==> config.mk <==
export PLATFORM = sky130hd
export DESIGN_NAME = uisr_top
export DESIGN_NICKNAME = d
export VERILOG_FILES = /design/src/include/uisr_pkg.sv /design/src/hw/uisr_fifo.sv /design/src/hw/uisr_rom.sv /design/src/hw/uisr_top.sv
export VERILOG_INCLUDE_DIRS = /design/src /design/src/include
export SDC_FILE = /design/constraint.sdc
export NUM_CORES = 1
export LEC_CHECK = 0
export BUFFER_PORTS_ARGS = -buffer_cell sky130_fd_sc_hd__buf_2
export CAP_MARGIN = 20
export CORE_UTILIZATION = 60
export DETAILED_ROUTE_END_ITERATION = 12
export PLACE_DENSITY = 0.85
export SKIP_CTS_REPAIR_TIMING = 1
export SYNTH_ARGS = -nofsm -noshare
export SYNTH_HDL_FRONTEND = slang
export SYNTH_HIERARCHICAL = 1
export SYNTH_SLANG_ARGS = --single-unit
==> constraint.sdc <==
create_clock -name sys_clk_i -period 2.63 [get_ports sys_clk_i]
set_input_delay 0.789 -clock sys_clk_i [delete_from_list [all_inputs] [get_ports sys_clk_i]]
set_output_delay 0.789 -clock sys_clk_i [all_outputs]
set_load 0.01 [all_outputs]
==> src/include/uisr_params.svh <==
// constants of the unique-number and parameter-table read logic
// How it works
// - a 128-bit per-part number is fixed at build time; no command can change it.
// - after those dummy bytes the 128 number bits go out, changing on falling edges.
// - table read is 5AH, three address bytes, one dummy byte; inputs sampled on rising edges.
// - after the dummy byte table bytes shift out, changing on falling clock edges.
// - any table byte may be the starting address, no alignment needed.
// - the table address advances by one after every output byte.
// - past the highest address the counter wraps to zero and streaming goes on.
// - select rising ends the table read at any time; output stops being driven.
// - a table read during erase, program or status write is ignored.
// - bytes 0-3 give the signature low byte first; byte 4 minor 00H, 5 major 01H.
// - byte 6 gives 01H, meaning two parameter headers follow.
// - header one bytes 8-B: id 00H, minor 00H, major 01H, length 09H.
// - header one bytes C-E give pointer 000030H, low byte first.
// - header two bytes 10-13: vendor id, minor 00H, major 01H, length 03H.
// - header two bytes 14-16 give pointer 000060H, low byte first.
// - bytes 07H, 0FH and 17H always read FFH and cannot change.
// - select high returns to standby; next command waits for a fresh selection.
`ifndef UISR_PARAMS_SVH
`define UISR_PARAMS_SVH

// ************************************************************
// command codes, phase lengths in clock bits, number length in bytes and idle fill level
// ************************************************************
`define UISR_OP_UNIQUE_NUMBER_READ 8'h4B
`define UISR_OP_PARAM_TABLE_READ   8'h5A
`define UISR_CMD_BITS              6'h08
`define UISR_ADDR_BITS             6'h18
`define UISR_TBL_DUMMY_BITS        6'h08
`define UISR_UID_DUMMY_BITS        6'h20
`define UISR_UID_BYTES             8'h10
`define UISR_IDLE_FILL             1'h1

// ************************************************************
// table byte locations
// ************************************************************
`define UISR_A_SIG0      8'h00
`define UISR_A_SIG1      8'h01
`define UISR_A_SIG2      8'h02
`define UISR_A_SIG3      8'h03
`define UISR_A_MINOR     8'h04
`define UISR_A_MAJOR     8'h05
`define UISR_A_NHDR      8'h06
`define UISR_A_UNUSED0   8'h07
`define UISR_A_H1_ID     8'h08
`define UISR_A_H1_MINOR  8'h09
`define UISR_A_H1_MAJOR  8'h0A
`define UISR_A_H1_LEN    8'h0B
`define UISR_A_H1_PTR0   8'h0C
`define UISR_A_H1_PTR1   8'h0D
`define UISR_A_H1_PTR2   8'h0E
`define UISR_A_UNUSED1   8'h0F
`define UISR_A_H2_ID     8'h10
`define UISR_A_H2_MINOR  8'h11
`define UISR_A_H2_MAJOR  8'h12
`define UISR_A_H2_LEN    8'h13
`define UISR_A_H2_PTR0   8'h14
`define UISR_A_H2_PTR1   8'h15
`define UISR_A_H2_PTR2   8'h16
`define UISR_A_UNUSED2   8'h17

// ************************************************************
// table byte values
// ************************************************************
`define UISR_V_SIG0      8'h53
`define UISR_V_SIG1      8'h46
`define UISR_V_SIG2      8'h44
`define UISR_V_SIG3      8'h50
`define UISR_V_MINOR     8'h00
`define UISR_V_MAJOR     8'h01
`define UISR_V_NHDR      8'h01
`define UISR_V_STD_ID    8'h00
`define UISR_V_H1_LEN    8'h09
`define UISR_V_H1_PTR    24'h000030
`define UISR_V_H2_LEN    8'h03
`define UISR_V_H2_PTR    24'h000060
`define UISR_V_UNUSED    8'hFF

`endif

==> src/include/uisr_pkg.sv <==
// types shared by the unique-number and parameter-table read logic
`default_nettype none
package uisr_pkg;
   typedef enum logic [2:0] {
      UISR_ST_CMD    = 3'h0,
      UISR_ST_ADDR   = 3'h1,
      UISR_ST_DUMMY  = 3'h3,
      UISR_ST_DATA   = 3'h2,
      UISR_ST_IGNORE = 3'h6
   } uisr_state_t;

   typedef enum logic {
      UISR_MODE_TABLE = 1'h0,
      UISR_MODE_UID   = 1'h1
   } uisr_mode_t;
endpackage
`default_nettype wire

==> src/hw/uisr_fifo.sv <==
// small flop-based fifo with valid/ready on both sides and flush
`timescale 1ns/1ns
`default_nettype none
module uisr_fifo #(
   parameter int WIDTH = 8,
   parameter int DEPTH = 8
) (
   // clock and reset
   input  wire logic             sys_clk_i,
   input  wire logic             rst_i,
   input  wire logic             flush_i,
   // fill side
   input  wire logic             in_valid_i,
   output logic                  in_ready_o,
   input  wire logic [WIDTH-1:0] in_data_i,
   // drain side
   output logic                  out_valid_o,
   input  wire logic             out_ready_i,
   output logic      [WIDTH-1:0] out_data_o
);
   localparam int AW = $clog2(DEPTH);

   initial begin
      if (DEPTH < 2 || (1 << AW) != DEPTH || WIDTH < 1) begin
         $error("uisr_fifo: DEPTH must be a power of two >= 2");
      end
   end

   logic [WIDTH-1:0] mem_q [DEPTH];
   logic [AW:0]      wr_ptr_q;
   logic [AW:0]      rd_ptr_q;
   logic             push;
   logic             pop;

   assign in_ready_o  = (wr_ptr_q ^ rd_ptr_q) != {1'h1, {AW{1'h0}}};
   assign out_valid_o = wr_ptr_q != rd_ptr_q;
   assign out_data_o  = mem_q[rd_ptr_q[AW-1:0]];
   assign push        = in_valid_i & in_ready_o;
   assign pop         = out_valid_o & out_ready_i;

   always_ff @(posedge sys_clk_i) begin
      if (rst_i || flush_i) begin
         wr_ptr_q <= '0;
         rd_ptr_q <= '0;
      end else begin
         if (push) begin
            wr_ptr_q <= wr_ptr_q + 1'h1;
         end
         if (pop) begin
            rd_ptr_q <= rd_ptr_q + 1'h1;
         end
      end
   end

   always_ff @(posedge sys_clk_i) begin
      if (push) begin
         mem_q[wr_ptr_q[AW-1:0]] <= in_data_i;
      end
   end
endmodule // uisr_fifo
`default_nettype wire

==> src/hw/uisr_rom.sv <==
// read-only parameter table with registered read data
`timescale 1ns/1ns
`default_nettype none
`include "uisr_params.svh"
module uisr_rom #(
   parameter int          AW        = 7,
   parameter logic [7:0]  VENDOR_ID = 8'h5C
) (
   // clock and reset
   input  wire logic          sys_clk_i,
   input  wire logic          rst_i,
   // read port
   input  wire logic          rd_en_i,
   input  wire logic [AW-1:0] rd_addr_i,
   output logic      [7:0]    rd_data_o
);
   initial begin
      if (AW < 5 || AW > 8) begin
         $error("uisr_rom: AW must lie between 5 and 8");
      end
   end

   logic [7:0] addr;
   logic [7:0] rom_byte;
   localparam logic [23:0] PTR1 = `UISR_V_H1_PTR;
   localparam logic [23:0] PTR2 = `UISR_V_H2_PTR;

   assign addr = 8'(rd_addr_i);

   // ************************************************************
   // table contents, fixed in logic so nothing can alter them
   // ************************************************************
   always_comb begin
      unique case (addr)
         `UISR_A_SIG0:     rom_byte = `UISR_V_SIG0;
         `UISR_A_SIG1:     rom_byte = `UISR_V_SIG1;
         `UISR_A_SIG2:     rom_byte = `UISR_V_SIG2;
         `UISR_A_SIG3:     rom_byte = `UISR_V_SIG3;
         `UISR_A_MINOR:    rom_byte = `UISR_V_MINOR;
         `UISR_A_MAJOR:    rom_byte = `UISR_V_MAJOR;
         `UISR_A_NHDR:     rom_byte = `UISR_V_NHDR;
         `UISR_A_H1_ID:    rom_byte = `UISR_V_STD_ID;
         `UISR_A_H1_MINOR: rom_byte = `UISR_V_MINOR;
         `UISR_A_H1_MAJOR: rom_byte = `UISR_V_MAJOR;
         `UISR_A_H1_LEN:   rom_byte = `UISR_V_H1_LEN;
         `UISR_A_H1_PTR0:  rom_byte = PTR1[7:0];
         `UISR_A_H1_PTR1:  rom_byte = PTR1[15:8];
         `UISR_A_H1_PTR2:  rom_byte = PTR1[23:16];
         `UISR_A_H2_ID:    rom_byte = VENDOR_ID;
         `UISR_A_H2_MINOR: rom_byte = `UISR_V_MINOR;
         `UISR_A_H2_MAJOR: rom_byte = `UISR_V_MAJOR;
         `UISR_A_H2_LEN:   rom_byte = `UISR_V_H2_LEN;
         `UISR_A_H2_PTR0:  rom_byte = PTR2[7:0];
         `UISR_A_H2_PTR1:  rom_byte = PTR2[15:8];
         `UISR_A_H2_PTR2:  rom_byte = PTR2[23:16];
         default:          rom_byte = `UISR_V_UNUSED;
      endcase
   end

   always_ff @(posedge sys_clk_i) begin
      if (rst_i) begin
         rd_data_o <= `UISR_V_UNUSED;
      end else if (rd_en_i) begin
         rd_data_o <= rom_byte;
      end
   end
endmodule // uisr_rom
`default_nettype wire

==> src/hw/uisr_top.sv <==
// serial front end serving the unique-number read and the parameter-table read
`timescale 1ns/1ns
`default_nettype none
`include "uisr_params.svh"
module uisr_top #(
   parameter int             TBL_AW     = 7,
   parameter int             FIFO_DEPTH = 8,
   // arbitrary values, stand-ins for the factory content
   parameter logic [127:0]   UNIQUE_ID  = 128'h0123_4567_89AB_CDEF_FEDC_BA98_7654_3210,
   parameter logic [7:0]     VENDOR_ID  = 8'h5C
) (
   // clock and reset
   input  wire logic sys_clk_i,
   input  wire logic rst_i,
   // serial pins from the host
   input  wire logic cs_n_i,
   input  wire logic sclk_i,
   input  wire logic si_i,
   // serial output pin
   output logic      so_o,
   output logic      so_oe_o,
   // array status from the rest of the device
   input  wire logic busy_i
);
   initial begin
      if (TBL_AW < 5 || TBL_AW > 8 || FIFO_DEPTH < 2) begin
         $error("uisr_top: TBL_AW must lie between 5 and 8, FIFO_DEPTH >= 2");
      end
   end

   // ************************************************************
   // pin synchronisers and edge detection
   // ************************************************************
   logic [1:0] sclk_sync_q;
   logic [1:0] cs_n_sync_q;
   logic [1:0] si_sync_q;
   logic       sclk_prev_q;
   logic       sclk_s;
   logic       cs_n_s;
   logic       si_s;
   logic       rise;
   logic       fall;

   always_ff @(posedge sys_clk_i) begin
      if (rst_i) begin
         sclk_sync_q <= 2'h0;
         cs_n_sync_q <= 2'h3;
         si_sync_q   <= 2'h0;
         sclk_prev_q <= 1'h0;
      end else begin
         sclk_sync_q <= {sclk_sync_q[0], sclk_i};
         cs_n_sync_q <= {cs_n_sync_q[0], cs_n_i};
         si_sync_q   <= {si_sync_q[0], si_i};
         sclk_prev_q <= sclk_sync_q[1];
      end
   end

   assign sclk_s = sclk_sync_q[1];
   assign cs_n_s = cs_n_sync_q[1];
   assign si_s   = si_sync_q[1];
   assign rise   = ~cs_n_s & sclk_s & ~sclk_prev_q;
   assign fall   = ~cs_n_s & ~sclk_s & sclk_prev_q;

   // ************************************************************
   // command sequencer
   // ************************************************************
   uisr_pkg::uisr_state_t state_q;
   uisr_pkg::uisr_mode_t  mode_q;
   logic [5:0]            bit_cnt_q;
   logic [23:0]           in_sh_q;
   logic [7:0]            cmd_byte;
   logic [23:0]           addr_word;
   logic [5:0]            dummy_last;
   logic                  cmd_done;
   logic                  addr_done;

   assign cmd_byte   = {in_sh_q[6:0], si_s};
   assign addr_word  = {in_sh_q[22:0], si_s};
   assign dummy_last = (mode_q == uisr_pkg::UISR_MODE_UID) ? `UISR_UID_DUMMY_BITS - 6'h01
                                                           : `UISR_TBL_DUMMY_BITS - 6'h01;
   assign cmd_done   = rise && state_q == uisr_pkg::UISR_ST_CMD && bit_cnt_q == `UISR_CMD_BITS - 6'h01;
   assign addr_done  = rise && state_q == uisr_pkg::UISR_ST_ADDR && bit_cnt_q == `UISR_ADDR_BITS - 6'h01;

   // inputs are taken on rising clock edges only
   always_ff @(posedge sys_clk_i) begin
      if (rst_i || cs_n_s) begin
         in_sh_q <= 24'h000000;
      end else if (rise) begin
         in_sh_q <= addr_word;
      end
   end

   always_ff @(posedge sys_clk_i) begin
      if (rst_i || cs_n_s) begin
         state_q   <= uisr_pkg::UISR_ST_CMD;
         mode_q    <= uisr_pkg::UISR_MODE_TABLE;
         bit_cnt_q <= 6'h00;
      end else if (rise) begin
         bit_cnt_q <= bit_cnt_q + 6'h01;
         unique case (state_q)
            uisr_pkg::UISR_ST_CMD: begin
               if (cmd_done) begin
                  bit_cnt_q <= 6'h00;
                  if (cmd_byte == `UISR_OP_UNIQUE_NUMBER_READ) begin
                     mode_q  <= uisr_pkg::UISR_MODE_UID;
                     state_q <= uisr_pkg::UISR_ST_DUMMY;
                  end else if (cmd_byte == `UISR_OP_PARAM_TABLE_READ && !busy_i) begin
                     mode_q  <= uisr_pkg::UISR_MODE_TABLE;
                     state_q <= uisr_pkg::UISR_ST_ADDR;
                  end else begin
                     state_q <= uisr_pkg::UISR_ST_IGNORE;
                  end
               end
            end
            uisr_pkg::UISR_ST_ADDR: begin
               if (addr_done) begin
                  bit_cnt_q <= 6'h00;
                  state_q   <= uisr_pkg::UISR_ST_DUMMY;
               end
            end
            uisr_pkg::UISR_ST_DUMMY: begin
               if (bit_cnt_q == dummy_last) begin
                  bit_cnt_q <= 6'h00;
                  state_q   <= uisr_pkg::UISR_ST_DATA;
               end
            end
            uisr_pkg::UISR_ST_DATA: begin
               bit_cnt_q <= 6'h00;
            end
            uisr_pkg::UISR_ST_IGNORE: begin
               bit_cnt_q <= 6'h00;
            end
            default: begin
               state_q <= uisr_pkg::UISR_ST_IGNORE;
            end
         endcase
      end
   end

   // ************************************************************
   // byte fetch into the fifo, running ahead of the shifter
   // ************************************************************
   logic [TBL_AW-1:0] fetch_idx_q;
   logic              fetch_en_q;
   logic              pend_q;
   logic [7:0]        uid_byte_q;
   logic [127:0]      uid_sh;
   logic              uid_done;
   logic              issue;
   logic              fifo_in_ready;
   logic              fifo_out_valid;
   logic              fifo_out_ready;
   logic [7:0]        fifo_out_data;
   logic [7:0]        rom_data;
   logic [7:0]        push_data;

   // the number is a build-time constant; no path writes it
   assign uid_sh    = UNIQUE_ID << {fetch_idx_q[3:0], 3'h0};
   assign uid_done  = mode_q == uisr_pkg::UISR_MODE_UID && 8'(fetch_idx_q) == `UISR_UID_BYTES;
   assign issue     = fetch_en_q & ~pend_q & fifo_in_ready & ~uid_done & ~cs_n_s;
   assign push_data = (mode_q == uisr_pkg::UISR_MODE_UID) ? uid_byte_q : rom_data;

   always_ff @(posedge sys_clk_i) begin
      if (rst_i || cs_n_s) begin
         fetch_en_q  <= 1'h0;
         fetch_idx_q <= '0;
      end else if (cmd_done && cmd_byte == `UISR_OP_UNIQUE_NUMBER_READ) begin
         fetch_en_q  <= 1'h1;
         fetch_idx_q <= '0;
      end else if (addr_done) begin
         fetch_en_q  <= 1'h1;
         fetch_idx_q <= addr_word[TBL_AW-1:0];
      end else if (issue) begin
         fetch_idx_q <= fetch_idx_q + 1'h1;
      end
   end

   always_ff @(posedge sys_clk_i) begin
      if (rst_i || cs_n_s) begin
         pend_q     <= 1'h0;
         uid_byte_q <= 8'h00;
      end else begin
         pend_q <= issue;
         if (issue) begin
            uid_byte_q <= uid_sh[127:120];
         end
      end
   end

   uisr_rom #(
      .AW        (TBL_AW),
      .VENDOR_ID (VENDOR_ID)
   ) u_rom (
      .sys_clk_i (sys_clk_i),
      .rst_i     (rst_i),
      .rd_en_i   (issue),
      .rd_addr_i (fetch_idx_q),
      .rd_data_o (rom_data)
   );

   uisr_fifo #(
      .WIDTH (8),
      .DEPTH (FIFO_DEPTH)
   ) u_fifo (
      .sys_clk_i   (sys_clk_i),
      .rst_i       (rst_i),
      .flush_i     (cs_n_s),
      .in_valid_i  (pend_q),
      .in_ready_o  (fifo_in_ready),
      .in_data_i   (push_data),
      .out_valid_o (fifo_out_valid),
      .out_ready_i (fifo_out_ready),
      .out_data_o  (fifo_out_data)
   );

   // ************************************************************
   // output shifter, changes on falling clock edges
   // ************************************************************
   logic [7:0] out_sh_q;
   logic [2:0] out_bit_q;
   logic       data_fall;
   logic       load;

   assign data_fall      = fall && state_q == uisr_pkg::UISR_ST_DATA;
   assign load           = data_fall && out_bit_q == 3'h0;
   assign fifo_out_ready = load;

   always_ff @(posedge sys_clk_i) begin
      if (rst_i || cs_n_s) begin
         so_o      <= `UISR_IDLE_FILL;
         so_oe_o   <= 1'h0;
         out_sh_q  <= 8'h00;
         out_bit_q <= 3'h0;
      end else if (data_fall) begin
         so_oe_o <= 1'h1;
         if (load) begin
            out_bit_q <= 3'h7;
            if (fifo_out_valid) begin
               so_o     <= fifo_out_data[7];
               out_sh_q <= {fifo_out_data[6:0], 1'h0};
            end else begin
               so_o     <= `UISR_IDLE_FILL;
               out_sh_q <= {8{`UISR_IDLE_FILL}};
            end
         end else begin
            out_bit_q <= out_bit_q - 3'h1;
            so_o      <= out_sh_q[7];
            out_sh_q  <= {out_sh_q[6:0], 1'h0};
         end
      end
   end
endmodule // uisr_top
`default_nettype wire

==> parameters.txt <==
Parameter                              Value

Floorplan
  Number of ports placed on the die boundary ... 8
  Effective utilization at floorplan ... 61.6%
  Die Span X ... ~100 um
  Full die area ... 11,000 um^2
  FP Rows ... 37
  Die height ... 105 um
  Total core area ... 10,300 um^2

Cells and area
  Highest-count cells in the layout ignoring fill and taps ... sky130_fd_sc_hd__dfxtp_1 (69), sky130_fd_sc_hd__edfxtp_1 (64), sky130_fd_sc_hd__nand2_1 (48)
  Finished Layout Cells ... 715
  Area Growth Syn to Fin ... 11.4%
  Layout cell share with drive strength beyond 1 ... between 10 and 15%
  Commonest non-fill, non-tap cell in the layout ... sky130_fd_sc_hd__dfxtp_1
  Diode insertion count for antenna repair ... 0
  Layout Nets ... 585

Pwr
  Internal power contribution ... between 3000 and 4000 uW
  Relative contribution of sequential cells to total power ... slightly below 50%
  Power per cell area ... 624 nW/um^2
  Switching Fraction ... between 10% and 20%
  Comb power frac ... 0.7%
  Static power due to leakage ... 0.00249 uW
  Power share of the clock group ... 50.2%
  Worst ir drop on vdd ... roughly 0.00055 V
  P_sw ... 851 uW

Synthesis
  Post-synth top flop ... sky130_fd_sc_hd__dfxtp_1
  Warnings, synthesis ... 6
  Post-synthesis instance area ... between 6000 and 7000 um^2
  Largest family of logic cells by synthesized area ... simple AND/OR/NAND/NOR gates
  Mapped Avg Cell Area ... between 10 and 15 um^2
  Multiplexer share of the synthesized area ... 10.5%
  Parity-gate share of the synthesized area counting xor and xnor cells ... 2.75%
  Sequential fraction of the synthesis area ... 52.2%
  Proportion of register bits with asynchronous set or reset after synthesis ... 0%
  Post-synthesis instance total ... ~550
  Count of different cell masters after synthesis ... 69
  Number of synthesized register bits ... ~130
  Number of enable flip-flop cells after synthesis ... 64
  Fraction of the mapped netlist area in simple logic gates ... approximately 16%
  Fraction of the mapped netlist area in compound gates ... 11.1%
  Mapped Nets ... 572
  Synthesized-area fraction occupied by adder cells ... 2.56%

Clock network
  Number of H-tree branching levels ... 4
  Clock tree from TritonCTS ... built
  Root buffer cell ... sky130_fd_sc_hd__clkbuf_8
  Maximum clock path buffer count ... 2
  Clock insertion delay at the later pin of the skew report ... between 0.5 and 0.6 ns
  CTS buffer count ... 17
  CTS sink count ... 134
  Register clock-pin slew on the reported worst setup and hold paths ... 0.06 ns

STA
  Total Neg Setup Slack ... 0 ns
  Worst hold slack ... 0.416 ns
  Setup repair after global routing missed its margin ... no
  Final hold vios ... 0
  Number of max-slew violations in the final report ... 0
  Final Skew ... 0.0102 ns
  Worst-Margin Slew ... 0.934 ns
  Achievable frequency ... 0.415 GHz
  Crit path time final ... 2.41 ns
  Total setup violations reported at the end of the flow ... 0
  Normalized max-slew margin ... 37.1%
  Fin crit share ... 91.5%

Worst setup path
  Cell family with most CP delay ... simple AND/OR/NAND/NOR gates
  Total buffers and inverters traversed by the critical path ... 2
  Crit path arrival time ... ~2.8 ns
  Maximum cell stage delay along the critical path ... 0.53 ns
  Critical path's slowest cell ... sky130_fd_sc_hd__dfxtp_1
  Kind of capture point of the worst setup path ... register
  Cell Chain, Critical Path ... xor2_1 > nor4_2 > inv_1 > and4bb_2 > o21ai_2 > inv_2 > nor2b_1 > nand2b_1 > o32a_1
  Critical Path Start Type ... register
  Worst setup path category ... reg2reg
  Maximum fanout along the worst path ... 22
  Endpoint required time on the critical path ... 3.02 ns

Placed design
  Quantity of I/O buffers inserted on ports ... 7
  Placed cell count ... 683
  Final HPWL DP ... 9.09 mm
  Routability Congestion ... ~0.86

Detailed routing
  Post-route ant nets ... 0
  DRC violations left ... 0
  WL final ... 13.7 mm
  DR vias/cell ... 6.32
  Number of vias after detailed routing ... 4,520
  Number of optimization iterations in the first detailed-route pass ... 5
  Iteration-0 DRC Markers ... 434
  Wire length per cell ... 19.2 um

GRT
  Overall fraction of global-route tracks in use ... 26.1%
  M1 GR Usage ... 31.1%
  Grt met2 use ... 46.1%
  Antenna violations before repair ... 0
  Vias in the first global route ... about 4,500
  Met3 Track Usage GR ... 4.93%
  Pin count of the biggest net entering global routing ... 25
  Layer carrying the most global-route usage ... met2
  Total grt overflow ... 0
  Global-route wire length before repair ... between 20 and 25 mm

Outcome
  Result of the run ... complete, no violations

Min path
  Class of the tightest hold or removal check ... reg2reg

Job
  Number of maximum-capacitance violations ... 0
-- through the flow --
| step | cell area [um^2] | utilization (%) | setup WS (ns) | power [uW] |
|---|---|---|---|---|
| 3_5_place_dp | 6530 | 63.2 | 0.248 | 2250 |
| 4_1_cts | 7090 | 68.7 | 0.224 | 4450 |
| 3_3_place_gp | 6530 | 63.2 | 0.406 | 2250 |
| 2_1_floorplan | 6360 | - | 0.212 | 2240 |
| 5_1_grt | 7090 | 68.7 | 0.0359 | 4550 |
| 6_report | 7090 | 68.7 | 0.223 | 4430 |
-- cells by family (layout without fill, tap and decap cells) --
logic type	Yosys count	count (layout)
adder cells (fa/ha/maj)	13	13
AND/OR/NAND/NOR	184	184
flip-flops	134	134
buffers and inverters	62	88
multiplexers	39	39
AO/OA/AOI/OAI	101	101
XOR/XNOR	20	20
-- per-layer routing --
metal	share of wire, %	wire length [um]	vias to the layer above
li1	-	-	2097
met1	40	5530	2218
met2	52	7160	176
met3	4.9	668	29
met4	2.5	346	0
met5	0	0	-
-- layout make-up --
type,instances,area [um^2]
Timing Repair Buffer,25,170
Inverter,31,116
Sequential cell,134,3320
Clock inverter,8,68.8
Clock buffer,24,497
Fill cell,689,3230
Tap cell,136,170
Multi-Input combinational cell,357,2750
-- state kept, by name, summed over array words and instances (netlist names), 5 cells and up, named ones only --
signal / flops
bit_cnt_q: 6
fetch_idx_q: 7
in_sh_q: 7
out_sh_q: 8
u_fifo/mem_q: 64
u_rom/rd_data_o: 8
uid_byte_q: 5
-- final timing paths --
kind         slack, ns  cells past startpoint               start                 end
max               0.22                      9  u_fifo/wr_ptr_q[1]  u_rom/rd_data_o[4]
min               0.42                      1      cs_n_sync_q[0]      cs_n_sync_q[1]
max reg2reg       0.22                      9  u_fifo/wr_ptr_q[1]  u_rom/rd_data_o[4]
min reg2reg       0.42                      1      cs_n_sync_q[0]      cs_n_sync_q[1]
-- cells in the mapped netlist, types with 10 or more instances --
master                      n  area share, %
sky130_fd_sc_hd__nor2b_1   10           0.98
sky130_fd_sc_hd__mux2i_1   11            1.7
sky130_fd_sc_hd__nor2_1    30            1.8
sky130_fd_sc_hd__a21oi_1   29            2.3
sky130_fd_sc_hd__xnor2_1   10            1.4
sky130_fd_sc_hd__edfxtp_1  64             30
sky130_fd_sc_hd__clkbuf_1  14           0.83
sky130_fd_sc_hd__nand2_1   48            2.8
sky130_fd_sc_hd__mux2_2    12            2.1
sky130_fd_sc_hd__xor2_1    10            1.4
sky130_fd_sc_hd__mux4_1    16            6.6
sky130_fd_sc_hd__ha_1      13            2.6
sky130_fd_sc_hd__dfxtp_1   70             22
sky130_fd_sc_hd__o21ai_0   15            1.2
sky130_fd_sc_hd__nor3_1    16            1.3
sky130_fd_sc_hd__inv_1     30            1.8
sky130_fd_sc_hd__or3_1     10           0.98
-- power groups by stage --
stage                     Clock [uW]  Combinational, uW  Sequential [uW]
after floorplan                    0               19.2             2220
after global placement             0               29.0             2220
after detailed placement           0               29.7             2220
after CTS                       2240               29.8             2180
after global routing            2340               32.4             2180
final                           2220               29.8             2180
-- worst reg2reg max path: stages, from the launching register on --
cell and delay [ns]:
sky130_fd_sc_hd__dfxtp_1 0.53, sky130_fd_sc_hd__xor2_1 0.33, sky130_fd_sc_hd__nor4_2 0.12, sky130_fd_sc_hd__inv_1 0.06, sky130_fd_sc_hd__and4bb_2 0.31, sky130_fd_sc_hd__o21ai_2 0.12
sky130_fd_sc_hd__inv_2 0.29, sky130_fd_sc_hd__nor2b_1 0.31, sky130_fd_sc_hd__nand2b_1 0.09, sky130_fd_sc_hd__o32a_1 0.15
(Power assumes the default switching activity.)
